==> src/pkg/cpr_pkg.sv <==
// Constants and types for the charger protection control register slice
package cpr_pkg;

  // Register addresses
  localparam logic [7:0] ADDR_PROT_DISABLE = 8'h12;
  localparam logic [7:0] ADDR_DISCHARGE = 8'h13;

  // Field positions in the protection disable register
  localparam int BIT_OUT_OV_OFF = 7;
  localparam int BIT_IN_OV_OFF = 6;
  localparam int BIT_DIE_OT_OFF = 5;
  localparam int BIT_IN_OC_OFF = 4;
  localparam int BIT_WRX_RC_OFF = 3;
  localparam int BIT_REG_RESET = 2;
  localparam int GUARD_LSB = 3;
  localparam int GUARD_W = 5;

  // Field position in the discharge register
  localparam int BIT_DISCHARGE_EN = 1;

  // Reset values
  localparam logic [GUARD_W-1:0] GUARD_OFF_RST = 5'h00;
  localparam logic REG_RESET_RST = 1'b0;
  localparam logic DISCHARGE_RST = 1'b0;
  localparam logic [7:0] RDATA_RST = 8'h00;

  // Timing, figures in their own units and derived cycle counts
  localparam int CLK_PERIOD_NS = 40;
  localparam int INT_PULSE_US = 256;
  localparam int WDT_WAIT_MS = 32;
  localparam int INT_PULSE_CYC = (INT_PULSE_US * 1000) / CLK_PERIOD_NS;
  localparam int WDT_WAIT_CYC = (WDT_WAIT_MS * 1000 * 1000) / CLK_PERIOD_NS;
  localparam int WDT_CNT_W = 24;

  // Switch sequencer: 500 kHz default period, 40 ns dead time between states
  localparam int SW_PERIOD_NS = 2000;
  localparam int SW_DEAD_NS = 40;
  localparam int SW_HALF_CYC = SW_PERIOD_NS / 2 / CLK_PERIOD_NS;
  localparam int SW_DEAD_CYC = (SW_DEAD_NS + CLK_PERIOD_NS - 1) / CLK_PERIOD_NS;
  localparam int SW_CNT_W = 8;
  localparam int NUM_PHASES = 2;

  // Switch pattern, bit 0 is switch one
  localparam logic [3:0] SW_ALL_OFF = 4'h0;
  localparam logic [3:0] SW_ONE_THREE = 4'h5;
  localparam logic [3:0] SW_TWO_FOUR = 4'ha;

  typedef enum logic [1:0] {
    CPR_WDT_IDLE = 2'b00,
    CPR_WDT_PULSE = 2'b01,
    CPR_WDT_WAIT = 2'b10
  } cpr_wdt_state_t;

  typedef enum logic [2:0] {
    CPR_SW_OFF = 3'b000,
    CPR_SW_FIRST = 3'b001,
    CPR_SW_DEAD_A = 3'b010,
    CPR_SW_SECOND = 3'b011,
    CPR_SW_DEAD_B = 3'b100
  } cpr_sw_state_t;

endpackage : cpr_pkg

==> src/hw/cpr_switch_seq.sv <==
// One phase of the divide-by-two switch sequencer
module cpr_switch_seq #(
  parameter logic START_SECOND = 1'b0
) (
  input wire logic clk_i,
  input wire logic reset_i,
  input wire logic run_i,
  output logic [3:0] switch_o
);

  typedef struct packed {
    cpr_pkg::cpr_sw_state_t st;
    logic [cpr_pkg::SW_CNT_W-1:0] cnt;
    logic [3:0] sw;
  } cpr_seq_state_t;

  cpr_seq_state_t cur_ff;
  cpr_seq_state_t nxt_ff;

  localparam logic [cpr_pkg::SW_CNT_W-1:0] HOLD_LAST =
    cpr_pkg::SW_CNT_W'(cpr_pkg::SW_HALF_CYC - cpr_pkg::SW_DEAD_CYC - 1);
  localparam logic [cpr_pkg::SW_CNT_W-1:0] DEAD_LAST =
    cpr_pkg::SW_CNT_W'(cpr_pkg::SW_DEAD_CYC - 1);

  // Each half period is a conduction state plus a dead gap, so the two pairs never overlap
  always_comb begin
    nxt_ff = cur_ff;
    nxt_ff.cnt = cur_ff.cnt + 1'b1;
    unique case (cur_ff.st)
      cpr_pkg::CPR_SW_OFF: begin
        nxt_ff.cnt = '0;
        if (run_i) begin
          nxt_ff.st = START_SECOND ? cpr_pkg::CPR_SW_SECOND : cpr_pkg::CPR_SW_FIRST;
        end
      end
      cpr_pkg::CPR_SW_FIRST: begin
        if (cur_ff.cnt == HOLD_LAST) begin
          nxt_ff.st = cpr_pkg::CPR_SW_DEAD_A;
          nxt_ff.cnt = '0;
        end
      end
      cpr_pkg::CPR_SW_DEAD_A: begin
        if (cur_ff.cnt == DEAD_LAST) begin
          nxt_ff.st = cpr_pkg::CPR_SW_SECOND;
          nxt_ff.cnt = '0;
        end
      end
      cpr_pkg::CPR_SW_SECOND: begin
        if (cur_ff.cnt == HOLD_LAST) begin
          nxt_ff.st = cpr_pkg::CPR_SW_DEAD_B;
          nxt_ff.cnt = '0;
        end
      end
      cpr_pkg::CPR_SW_DEAD_B: begin
        if (cur_ff.cnt == DEAD_LAST) begin
          nxt_ff.st = cpr_pkg::CPR_SW_FIRST;
          nxt_ff.cnt = '0;
        end
      end
      default: begin
        nxt_ff.st = cpr_pkg::CPR_SW_OFF;
        nxt_ff.cnt = '0;
      end
    endcase
    // Stopping drops every switch at once rather than finishing the period
    if (!run_i) begin
      nxt_ff.st = cpr_pkg::CPR_SW_OFF;
      nxt_ff.cnt = '0;
    end
    unique case (nxt_ff.st)
      cpr_pkg::CPR_SW_FIRST: nxt_ff.sw = cpr_pkg::SW_ONE_THREE;
      cpr_pkg::CPR_SW_SECOND: nxt_ff.sw = cpr_pkg::SW_TWO_FOUR;
      default: nxt_ff.sw = cpr_pkg::SW_ALL_OFF;
    endcase
  end

  // State register
  always_ff @(posedge clk_i or posedge reset_i) begin
    if (reset_i) begin
      cur_ff <= '{st: cpr_pkg::CPR_SW_OFF, cnt: '0, sw: cpr_pkg::SW_ALL_OFF};
    end else begin
      cur_ff <= nxt_ff;
    end
  end

  assign switch_o = cur_ff.sw;

endmodule : cpr_switch_seq

==> src/hw/cpr_regs.sv <==
// Protection disable and discharge control registers with watchdog and switch sequencing
module cpr_regs #(
  parameter int INT_PULSE_CYCLES = cpr_pkg::INT_PULSE_CYC,
  parameter int WDT_WAIT_CYCLES = cpr_pkg::WDT_WAIT_CYC
) (
  input wire logic clk_i,
  input wire logic reset_i,
  // Byte register port from the serial slave engine
  input wire logic reg_wr_i,
  input wire logic reg_rd_i,
  input wire logic [7:0] reg_addr_i,
  input wire logic [7:0] reg_wdata_i,
  output logic [7:0] reg_rdata_o,
  // Watchdog expiry event from the watchdog timer
  input wire logic watchdog_expire_i,
  output logic watchdog_kick_o,
  output logic int_n_o,
  output logic watchdog_reload_o,
  output logic register_reset_o,
  // Protection guard disables toward the analog comparators, then the output discharge enable
  output logic output_overvoltage_guard_off_o,
  output logic input_overvoltage_guard_off_o,
  output logic die_overtemp_guard_off_o,
  output logic input_overcurrent_guard_off_o,
  output logic wireless_reverse_current_guard_off_o,
  output logic output_discharge_enable_o,
  // Converter operation
  input wire logic divide_by_two_operation_i,
  input wire logic dual_phase_i,
  output logic [3:0] phase_a_switch_o,
  output logic [3:0] phase_b_switch_o
);

  localparam logic [cpr_pkg::WDT_CNT_W-1:0] PULSE_LAST =
    cpr_pkg::WDT_CNT_W'(INT_PULSE_CYCLES - 1);
  localparam logic [cpr_pkg::WDT_CNT_W-1:0] WAIT_LAST =
    cpr_pkg::WDT_CNT_W'(WDT_WAIT_CYCLES - 1);

  typedef struct packed {
    logic [cpr_pkg::GUARD_W-1:0] guard_off;
    logic reg_reset;
    logic discharge;
    logic [7:0] rdata;
    cpr_pkg::cpr_wdt_state_t wst;
    logic [cpr_pkg::WDT_CNT_W-1:0] wcnt;
    logic int_n;
    logic kick;
    logic reload;
    logic run_a;
    logic run_b;
  } cpr_regs_state_t;

  cpr_regs_state_t cur_ff;
  cpr_regs_state_t nxt_ff;

  logic wr_prot;
  logic wr_dis;
  logic [7:0] prot_view;
  logic [7:0] dis_view;

  // Address decode
  assign wr_prot = reg_wr_i && (reg_addr_i == cpr_pkg::ADDR_PROT_DISABLE);
  assign wr_dis = reg_wr_i && (reg_addr_i == cpr_pkg::ADDR_DISCHARGE);

  // Read views; reserved positions stay zero
  always_comb begin
    prot_view = 8'h00;
    prot_view[cpr_pkg::GUARD_LSB +: cpr_pkg::GUARD_W] = cur_ff.guard_off;
    prot_view[cpr_pkg::BIT_REG_RESET] = cur_ff.reg_reset;
    dis_view = 8'h00;
    dis_view[cpr_pkg::BIT_DISCHARGE_EN] = cur_ff.discharge;
  end

  // Next state of the whole block
  always_comb begin
    nxt_ff = cur_ff;
    nxt_ff.kick = reg_wr_i || reg_rd_i;
    nxt_ff.reload = 1'b0;

    // Read data is captured one cycle after the strobe; unknown addresses read zero
    if (reg_rd_i) begin
      unique case (reg_addr_i)
        cpr_pkg::ADDR_PROT_DISABLE: nxt_ff.rdata = prot_view;
        cpr_pkg::ADDR_DISCHARGE: nxt_ff.rdata = dis_view;
        default: nxt_ff.rdata = 8'h00;
      endcase
    end

    // Watchdog expiry: interrupt pulse, then a wait, then reload
    unique case (cur_ff.wst)
      cpr_pkg::CPR_WDT_IDLE: begin
        if (watchdog_expire_i) begin
          nxt_ff.wst = cpr_pkg::CPR_WDT_PULSE;
          nxt_ff.wcnt = '0;
          nxt_ff.int_n = 1'b0;
        end
      end
      cpr_pkg::CPR_WDT_PULSE: begin
        nxt_ff.wcnt = cur_ff.wcnt + 1'b1;
        if (cur_ff.wcnt == PULSE_LAST) begin
          nxt_ff.wst = cpr_pkg::CPR_WDT_WAIT;
          nxt_ff.wcnt = '0;
          nxt_ff.int_n = 1'b1;
        end
      end
      cpr_pkg::CPR_WDT_WAIT: begin
        nxt_ff.wcnt = cur_ff.wcnt + 1'b1;
        if (cur_ff.wcnt == WAIT_LAST) begin
          nxt_ff.wst = cpr_pkg::CPR_WDT_IDLE;
          nxt_ff.wcnt = '0;
          nxt_ff.reload = 1'b1;
        end
      end
      default: begin
        nxt_ff.wst = cpr_pkg::CPR_WDT_IDLE;
        nxt_ff.wcnt = '0;
        nxt_ff.int_n = 1'b1;
      end
    endcase

    // Host writes; reserved bits are simply not stored
    if (wr_prot) begin
      nxt_ff.guard_off =
        reg_wdata_i[cpr_pkg::GUARD_LSB +: cpr_pkg::GUARD_W];
      nxt_ff.reg_reset = reg_wdata_i[cpr_pkg::BIT_REG_RESET];
    end
    if (wr_dis) begin
      nxt_ff.discharge = reg_wdata_i[cpr_pkg::BIT_DISCHARGE_EN];
    end

    // Watchdog reload returns only the guard disables; reset command and discharge survive
    if (nxt_ff.reload) begin
      nxt_ff.guard_off = cpr_pkg::GUARD_OFF_RST;
    end

    // Register reset acts the cycle after the command bit is stored, then the bit clears
    if (cur_ff.reg_reset) begin
      nxt_ff.guard_off = cpr_pkg::GUARD_OFF_RST;
      nxt_ff.discharge = cpr_pkg::DISCHARGE_RST;
      // A fresh command in the clearing cycle wins, so the reset simply runs once more
      if (!(wr_prot && reg_wdata_i[cpr_pkg::BIT_REG_RESET])) begin
        nxt_ff.reg_reset = cpr_pkg::REG_RESET_RST;
      end
    end

    // Switching only in divide-by-two; phase B only when dual phase is chosen
    nxt_ff.run_a = divide_by_two_operation_i;
    nxt_ff.run_b = divide_by_two_operation_i && dual_phase_i;
  end

  // Whole state in one register
  always_ff @(posedge clk_i or posedge reset_i) begin
    if (reset_i) begin
      cur_ff <= '{
        guard_off: cpr_pkg::GUARD_OFF_RST,
        reg_reset: cpr_pkg::REG_RESET_RST,
        discharge: cpr_pkg::DISCHARGE_RST,
        rdata: cpr_pkg::RDATA_RST,
        wst: cpr_pkg::CPR_WDT_IDLE,
        wcnt: '0,
        int_n: 1'b1,
        kick: 1'b0,
        reload: 1'b0,
        run_a: 1'b0,
        run_b: 1'b0
      };
    end else begin
      cur_ff <= nxt_ff;
    end
  end

  // Outputs straight from the state register
  assign reg_rdata_o = cur_ff.rdata;
  assign watchdog_kick_o = cur_ff.kick;
  assign int_n_o = cur_ff.int_n;
  assign watchdog_reload_o = cur_ff.reload;
  assign register_reset_o = cur_ff.reg_reset;
  assign output_overvoltage_guard_off_o =
    cur_ff.guard_off[cpr_pkg::BIT_OUT_OV_OFF - cpr_pkg::GUARD_LSB];
  assign input_overvoltage_guard_off_o =
    cur_ff.guard_off[cpr_pkg::BIT_IN_OV_OFF - cpr_pkg::GUARD_LSB];
  assign die_overtemp_guard_off_o =
    cur_ff.guard_off[cpr_pkg::BIT_DIE_OT_OFF - cpr_pkg::GUARD_LSB];
  assign input_overcurrent_guard_off_o =
    cur_ff.guard_off[cpr_pkg::BIT_IN_OC_OFF - cpr_pkg::GUARD_LSB];
  assign wireless_reverse_current_guard_off_o =
    cur_ff.guard_off[cpr_pkg::BIT_WRX_RC_OFF - cpr_pkg::GUARD_LSB];
  assign output_discharge_enable_o = cur_ff.discharge;

  // With dual phase chosen before divide-by-two starts, both phase sequencers start on the same edge, so starting B in the second state
  // gives exactly half a period of offset without a second timebase
  logic [cpr_pkg::NUM_PHASES-1:0] phase_run;
  logic [3:0] phase_sw [cpr_pkg::NUM_PHASES];

  assign phase_run = {cur_ff.run_b, cur_ff.run_a};

  for (genvar p = 0; p < cpr_pkg::NUM_PHASES; p++) begin : g_phase
    cpr_switch_seq #(
      .START_SECOND(1'(p))
    ) u_seq (
      .clk_i(clk_i),
      .reset_i(reset_i),
      .run_i(phase_run[p]),
      .switch_o(phase_sw[p])
    );
  end

  assign phase_a_switch_o = phase_sw[0];
  assign phase_b_switch_o = phase_sw[1];

endmodule : cpr_regs

==> config.mk <==
export PLATFORM = sky130hd
export DESIGN_NAME = cpr_regs
export DESIGN_NICKNAME = d
export VERILOG_FILES = /design/src/pkg/cpr_pkg.sv /design/src/hw/cpr_switch_seq.sv /design/src/hw/cpr_regs.sv
export SDC_FILE = /design/constraint.sdc
export NUM_CORES = 1
export LEC_CHECK = 0
export BUFFER_PORTS_ARGS = -buffer_cell sky130_fd_sc_hd__buf_2
export CORE_MARGIN = 2
export CORE_UTILIZATION = 40
export DETAILED_ROUTE_END_ITERATION = 10
export GPL_TIMING_DRIVEN = 1
export SETUP_SLACK_MARGIN = 0.5
export SLEW_MARGIN = 20
export SYNTH_ARGS = -nofsm -noshare
export SYNTH_HDL_FRONTEND = slang
export SYNTH_SLANG_ARGS = --single-unit
==> constraint.sdc <==
create_clock -name clk_i -period 4.5 [get_ports clk_i]
set_input_delay 0.9 -clock clk_i [delete_from_list [all_inputs] [get_ports clk_i]]
set_output_delay 0.9 -clock clk_i [all_outputs]
set_load 0.01 [all_outputs]
==> out/metrics.yaml, run 1 <==
synth_area_um2: 3607
start_util_pct: 41.36
finalClockSkew_ns: 0.01052
synth_top_area_share_pct: 48.56
yosys.area_share.xor_xnor_pct: 8.012
yosysTopAreaCell: "dfrtp_1"
dr_total_vias: 2659
cts_tree: "built"
dr.pass1.iters: 4
outcome: "finished, final reports clean"
synth_most_common_cell: "dfrtp_1"
drc: 0
antenna_found_initial: 0
cp-end-kind: "register"
r2r-end: "cur_ff[19]"
synthCells: 375
grt_usage_pct: 14.55
worstHoldStart: "int_n_o"
cts_max_level: 3
rr_worst_depth: 6
clkTransAtPathRegs_ns: 0.08
ys_ff_latch: 71
cts_setup_buffers: 0
fin_crit_sh_pct: 50.16
drive_above_1_share_pct: 18.00
core_area_um2: 8721
seq_area_frac_synth_pct: 49.29
rr_startpoint: "cur_ff[5]"
diodes: 0
async_flop_share_pct: 100.0
place_congestion: 0.7475
crit_path_top_delay_cell: "or4b_1"
cp_top_family: "simple AND/OR/NAND/NOR gates"
die_y_um: 98.97
root_buffer: "clkbuf_8"
worstSetupPathType: "primary input to register"
netlist-cell-type-count: 53
yosysWarnings: 0
routed_via_density: 5.123
syn_avg_cell_area_um2: 9.619
ant_nets: 0
finalMaxSlewViolations: 0
multiInputGateArea_um2: 1560
die_x_um: 98.97
worst_pin_slew_ns: 0.8676
final.fill_count: 843
holdPathStages: 2
leakage_nw: 1.900
dpl.hpwl_mm: 4.687
nets: 434
routedWlPerCell_um: 13.03
relSlewSlack_pct: 42.09
cp_data_required_time_ns: 4.72
synth_simple_gate_area_share_pct: 24.00
clk_latency_ns: 0.34
finalHoldViolCount: 0
slowest_delay_ns: 0.54
crit_chain: "buf_2, or4b_1, nor4b_2, nand3b_2, mux2i_1, nor2_1"
start_kind: "primary input"
wl_mm: 6.763
peakVddDrop_v: 0.0001392
fin_crit_ns: 2.257
cts-resized-gates: 0
hold_end: "int_n_o"
overflow: 0
synthTopCellsByArea: "dfrtp_1 (49%), nor2_1 (6.5%), xor2_1 (6.1%)"
path_max_fanout: 6
drt_iter0_markers: 129
port_buffers: 46
setup_tns_ns: 0
hold_path_class: "register to register"
ioPinCount: 49
synth_compound_gate_area_share_pct: 7.458
hold_buffers: 0
hold_slack_ns: 0.4666
placementRows: 34
max_clock_freq_mhz: 443.0
grt_pass1_vias: 2498
clk_path_buf_depth: 2
rsz0062_at_grt: "no"
finalSetupViolCount: 0
syn_nets: 403
areaGrowthSynthToFinish_pct: 11.48
max_cap_viol_count: 0
powerDensity_nw_per_um2: 355.2
synth_fa_ha_area_share_pct: 2.012
synth_common_cells: "dfrtp_1 (70), nor2_1 (62), nand2_1 (28), xor2_1 (25), inv_1 (23)"
numClockSinks: 71
path_buf_inv: 1
die_area_um2: 9794
rrSetupSlack_ns: 2.29
ys.flop_type: "dfrtp_1"
grt_max_degree: 52
grt_pass1_wl_mm: 11.71
ff_latch_area_um2: 1778
synth_top_family_by_area: "simple AND/OR/NAND/NOR gates"
muxShareOfSynthArea_pct: 1.665
synth_edf_count: 0
cts_buffers: 9
cp.arrival_ns: 2.48
-- metrics by stage --
stage	setup slack [ns]	instances	area [um^2]	utilization [%]	power, mW
CTS	2.236	519	4020	46.10	1.451
floorplan	1.805	375	3607	-	0.8311
global placement	1.906	503	3797	43.54	0.8714
detailed placement	1.872	503	3797	43.54	0.8749
global route	2.033	519	4021	46.11	1.502
finish	2.243	519	4021	46.11	1.428
-- area by class of cell --
cell class | count | share of cell area [%]
Tap cell | 108 | 3.360
Timing Repair Buffer | 47 | 5.912
Inverter | 23 | 2.178
Multi-Input combinational cell | 254 | 38.80
Clock inverter | 5 | 2.022
Clock buffer | 11 | 3.516
Sequential cell | 71 | 44.21
-- logic make-up after synthesis --
family	count (synthesis)
and+or+nand+nor	168
DFF	71
buffers and inverters	50
AOI/OAI and AO/OA	40
xor gates and xnor gates	33
adders and majority gates	6
muxes	6
other	1
-- worst register-to-register path, cell delays in order (launching register included) --
cell and delay [ns]:
dfrtp_1 0.42, ha_1 0.24, nand2_1 0.18, nor2_1 0.33
a31oi_2 0.28, a21oi_4 0.51, nor2_1 0.11
-- routing by layer --
layer,wire (um),vias to the layer above,track usage (%)
li1,-,1319,-
met1,3217,1270,20.02
met2,3129,60,22.92
met3,295,10,2.340
met4,120,0,6.006
met5,0,-,0
-- power breakdown --
part	leakage, nW	internal, mW	switching (mW)	total [mW]
clock	0.110	0.328	0.239	0.567
combinational	0.841	0.0576	0.0760	0.134
sequential	0.949	0.680	0.0477	0.728
-- worst max path at each step --
stage                              from                             end  cells past startpoint  slack [ns]
after CTS                 reg_addr_i[6]   input_overvoltage_guard_off_o                      6        2.24
final                     reg_addr_i[6]   input_overvoltage_guard_off_o                      6        2.24
after global routing          cur_ff[5]                      cur_ff[24]                      6        2.03
after detailed placement  reg_addr_i[6]  output_overvoltage_guard_off_o                      6        1.87
after global placement    reg_addr_i[6]  output_overvoltage_guard_off_o                      6        1.91
after floorplan                 reset_i      asynchronous set/reset pin                      1        1.81
-- state kept, by name, summed over array words and instances, names as in the netlist, named ones only --
register	flops
output_discharge_enable_o	1
cur_ff	28
reg_rdata_o	7
watchdog_reload_o	1
output_overvoltage_guard_off_o	1
input_overvoltage_guard_off_o	1
die_overtemp_guard_off_o	1
input_overcurrent_guard_off_o	1
watchdog_kick_o	1
int_n_o	1
wireless_reverse_current_guard_off_o	1
g_phase.u_seq.switch_o	4
g_phase.u_seq.cur_ff	22
-- layout by cell type, fill, tap and decap left out, types with 2 or more instances in the layout --
cell	n
bufinv_16	2
nand3_1	21
o21bai_1	2
clkinv_2	2
nor4_1	6
dfrtp_1	70
nor3b_1	3
o2111ai_1	2
xor2_1	25
xnor2_1	8
clkbuf_8	10
and4_1	5
o22ai_1	4
o311a_1	2
nor3_1	6
nor4b_1	2
ha_1	5
mux2i_1	6
and3_1	9
inv_1	22
nor2_1	62
o21ai_0	14
a21oi_1	6
buf_2	46
and3b_1	3
nand2_1	28
nand4_1	9
and2_1	2
Note: power is estimated with default switching activity, not from simulation.
==> run 2: changes to the inputs <==
==> constraint.sdc (replaced) <==
create_clock -name clk_i -period 2.2 [get_ports clk_i]
set_input_delay 0.44 -clock clk_i [delete_from_list [all_inputs] [get_ports clk_i]]
set_output_delay 0.44 -clock clk_i [all_outputs]
set_load 0.01 [all_outputs]
==> out/metrics.yaml, run 2 (synthesis gave the netlist of run 1 again) <==
numClockSinks: 71  # unchanged
finalClockSkew_ns: 0.01258  # +0.002059 ns
hold_path_class: "primary input to asynchronous set/reset pin"
cts_tree: "built"
dpl.hpwl_mm: 4.740  # +1.1%
routedWlPerCell_um: 13.05  # +0.11%
drt_iter0_markers: 81  # -37%
path_max_fanout: 6  # unchanged
cp.arrival_ns: 2.08  # -0.40 ns
grt_pass1_vias: 2530  # +1.3%
post-place-cells: 509  # +1.2%
cp_data_required_time_ns: 2.41  # -2.31 ns
port_buffers: 46  # unchanged
largest_reg_flops: 28  # unchanged
finalMaxSlewViolations: 0  # unchanged
drc: 0  # unchanged
root_buffer: "clkbuf_8"
clkTransAtPathRegs_ns: 0.08  # about the same
core_area_um2: 8721  # unchanged
placementRows: 34  # unchanged
fin_crit_sh_pct: 84.74
final_common_cell: "dfrtp_1"
setup_tns_ns: 0  # unchanged
areaGrowthSynthToFinish_pct: 18.18
fin_cells: 532  # +2.5%
fin_crit_ns: 1.864
place_congestion: 0.7545  # +0.94%
rrSetupSlack_ns: 0.34  # -1.95 ns
grt_usage_pct: 15.07  # +0.51 points
hold_buffers: 0  # unchanged
wl_mm: 6.940  # +2.6%
peakVddDrop_v: 0.0003382  # +140%
layout_common_cells: "dfrtp_1 (68), nor2_1 (61), buf_2 (46)"
powerDensity_nw_per_um2: 668.7  # +88%
hold_slack_ns: 0.1002  # -0.3664 ns
overflow: 0  # unchanged
finalHoldViolCount: 0  # unchanged
final.fill_count: 810  # -3.9%
grt_max_degree: 55  # +5.8%
rr_startpoint: "cur_ff[15]"
dr.pass1.iters: 4  # unchanged
rsz0062_at_grt: "yes"
die_y_um: 98.97  # unchanged
diodes: 0  # unchanged
max_clock_freq_mhz: 536.4
die_area_um2: 9794  # unchanged
grt_pass1_wl_mm: 12.03  # +2.8%
outcome: "finished, final reports clean"
dr_total_vias: 2703  # +1.7%
cts_max_level: 3  # unchanged
start_util_pct: 41.36  # unchanged
clk_path_buf_depth: 2  # unchanged
start_kind: "register"
cp-end-kind: "register"
top_register: "cur_ff"
ant_nets: 0  # unchanged
clk_latency_ns: 0.34  # about the same
cts_buffers: 9  # unchanged
drive_above_1_share_pct: 25.00  # +7.0 points
nets: 447  # +3.0%
max_cap_viol_count: 0  # unchanged
r2r-end: "cur_ff[27]"
finalSetupViolCount: 0  # unchanged
antenna_found_initial: 0  # unchanged
routed_via_density: 5.081  # -0.83%
die_x_um: 98.97  # unchanged
ioPinCount: 49  # unchanged
worstSetupPathType: "register to register"
leakage_nw: 2.011  # +5.8%
rr_worst_depth: 6  # unchanged
run 2: metal layers:
layer  vias up  GRT usage, %  part of all wire (%)
li1       1347             -                     -
met1      1301         21.02                    47
met2        47         23.28                    47
met3         8         2.766                   3.9
met4         0         6.006                   1.4
met5         -             0                     0
run 2: layout make-up:
type	instances	area, um^2	share of cell area, %
clock buffer	10	137.6	3.229
multi-input combinational	254	1689	39.62
inverter	23	90.09	2.113
sequential	71	1780	41.77
tap	108	135.1	3.170
clock inverter	6	70.07	1.644
timing repair buffer	60	360.3	8.453
run 2: power breakdown:
| group | switching, mW | internal [mW] |
|---|---|---|
| logic | 0.161 | 0.134 |
| clock network | 0.509 | 0.558 |
| registers | 0.0979 | 1.39 |
| total | 0.768 | 2.08 |
run 2: worst max path at each step:
stage | slack [ns] | start | endpoint | cells after the start
6_report | 0.34 | cur_ff[15] | cur_ff[27] | 6
2_1_floorplan | 0.37 | cur_ff[15] | cur_ff[11] | 6
4_1_cts | 0.33 | cur_ff[15] | cur_ff[12] | 6
3_3_place_gp | 0.17 | reg_addr_i[6] | reg_rdata_o[2] | 6
5_1_grt | 0.21 | cur_ff[15] | cur_ff[6] | 6
3_5_place_dp | 0.12 | reg_addr_i[6] | reg_rdata_o[3] | 6
run 2: worst max-delay path: stages, from the launching register on:
cell	delay [ns]
dfrtp_2	0.44
or4_4	0.55
nor4_4	0.22
a211oi_1	0.12
buf_4	0.17
o22ai_1	0.14
o21ai_0	0.11
run 2: repair_timing:
| item | in CTS | in global routing |
|---|---|---|
| setup endpoints to repair | 51 | 52 |
| hold endpoints to repair | 0 | 0 |
| buffers inserted | 1 | 6 |
| pin swaps | 2 | 5 |
| gates resized for setup | 14 | 9 |
run 2: per-stage QoR:
step	power, mW	setup slack [ns]	utilization (%)	cell area (um^2)
after floorplan	1.703	0.3707	-	3638
after global placement	1.789	0.1678	44.71	3899
after detailed placement	1.796	0.1191	44.71	3899
after CTS	2.880	0.3272	47.93	4180
after global routing	3.011	0.2100	48.88	4263
final	2.851	0.3356	48.88	4263
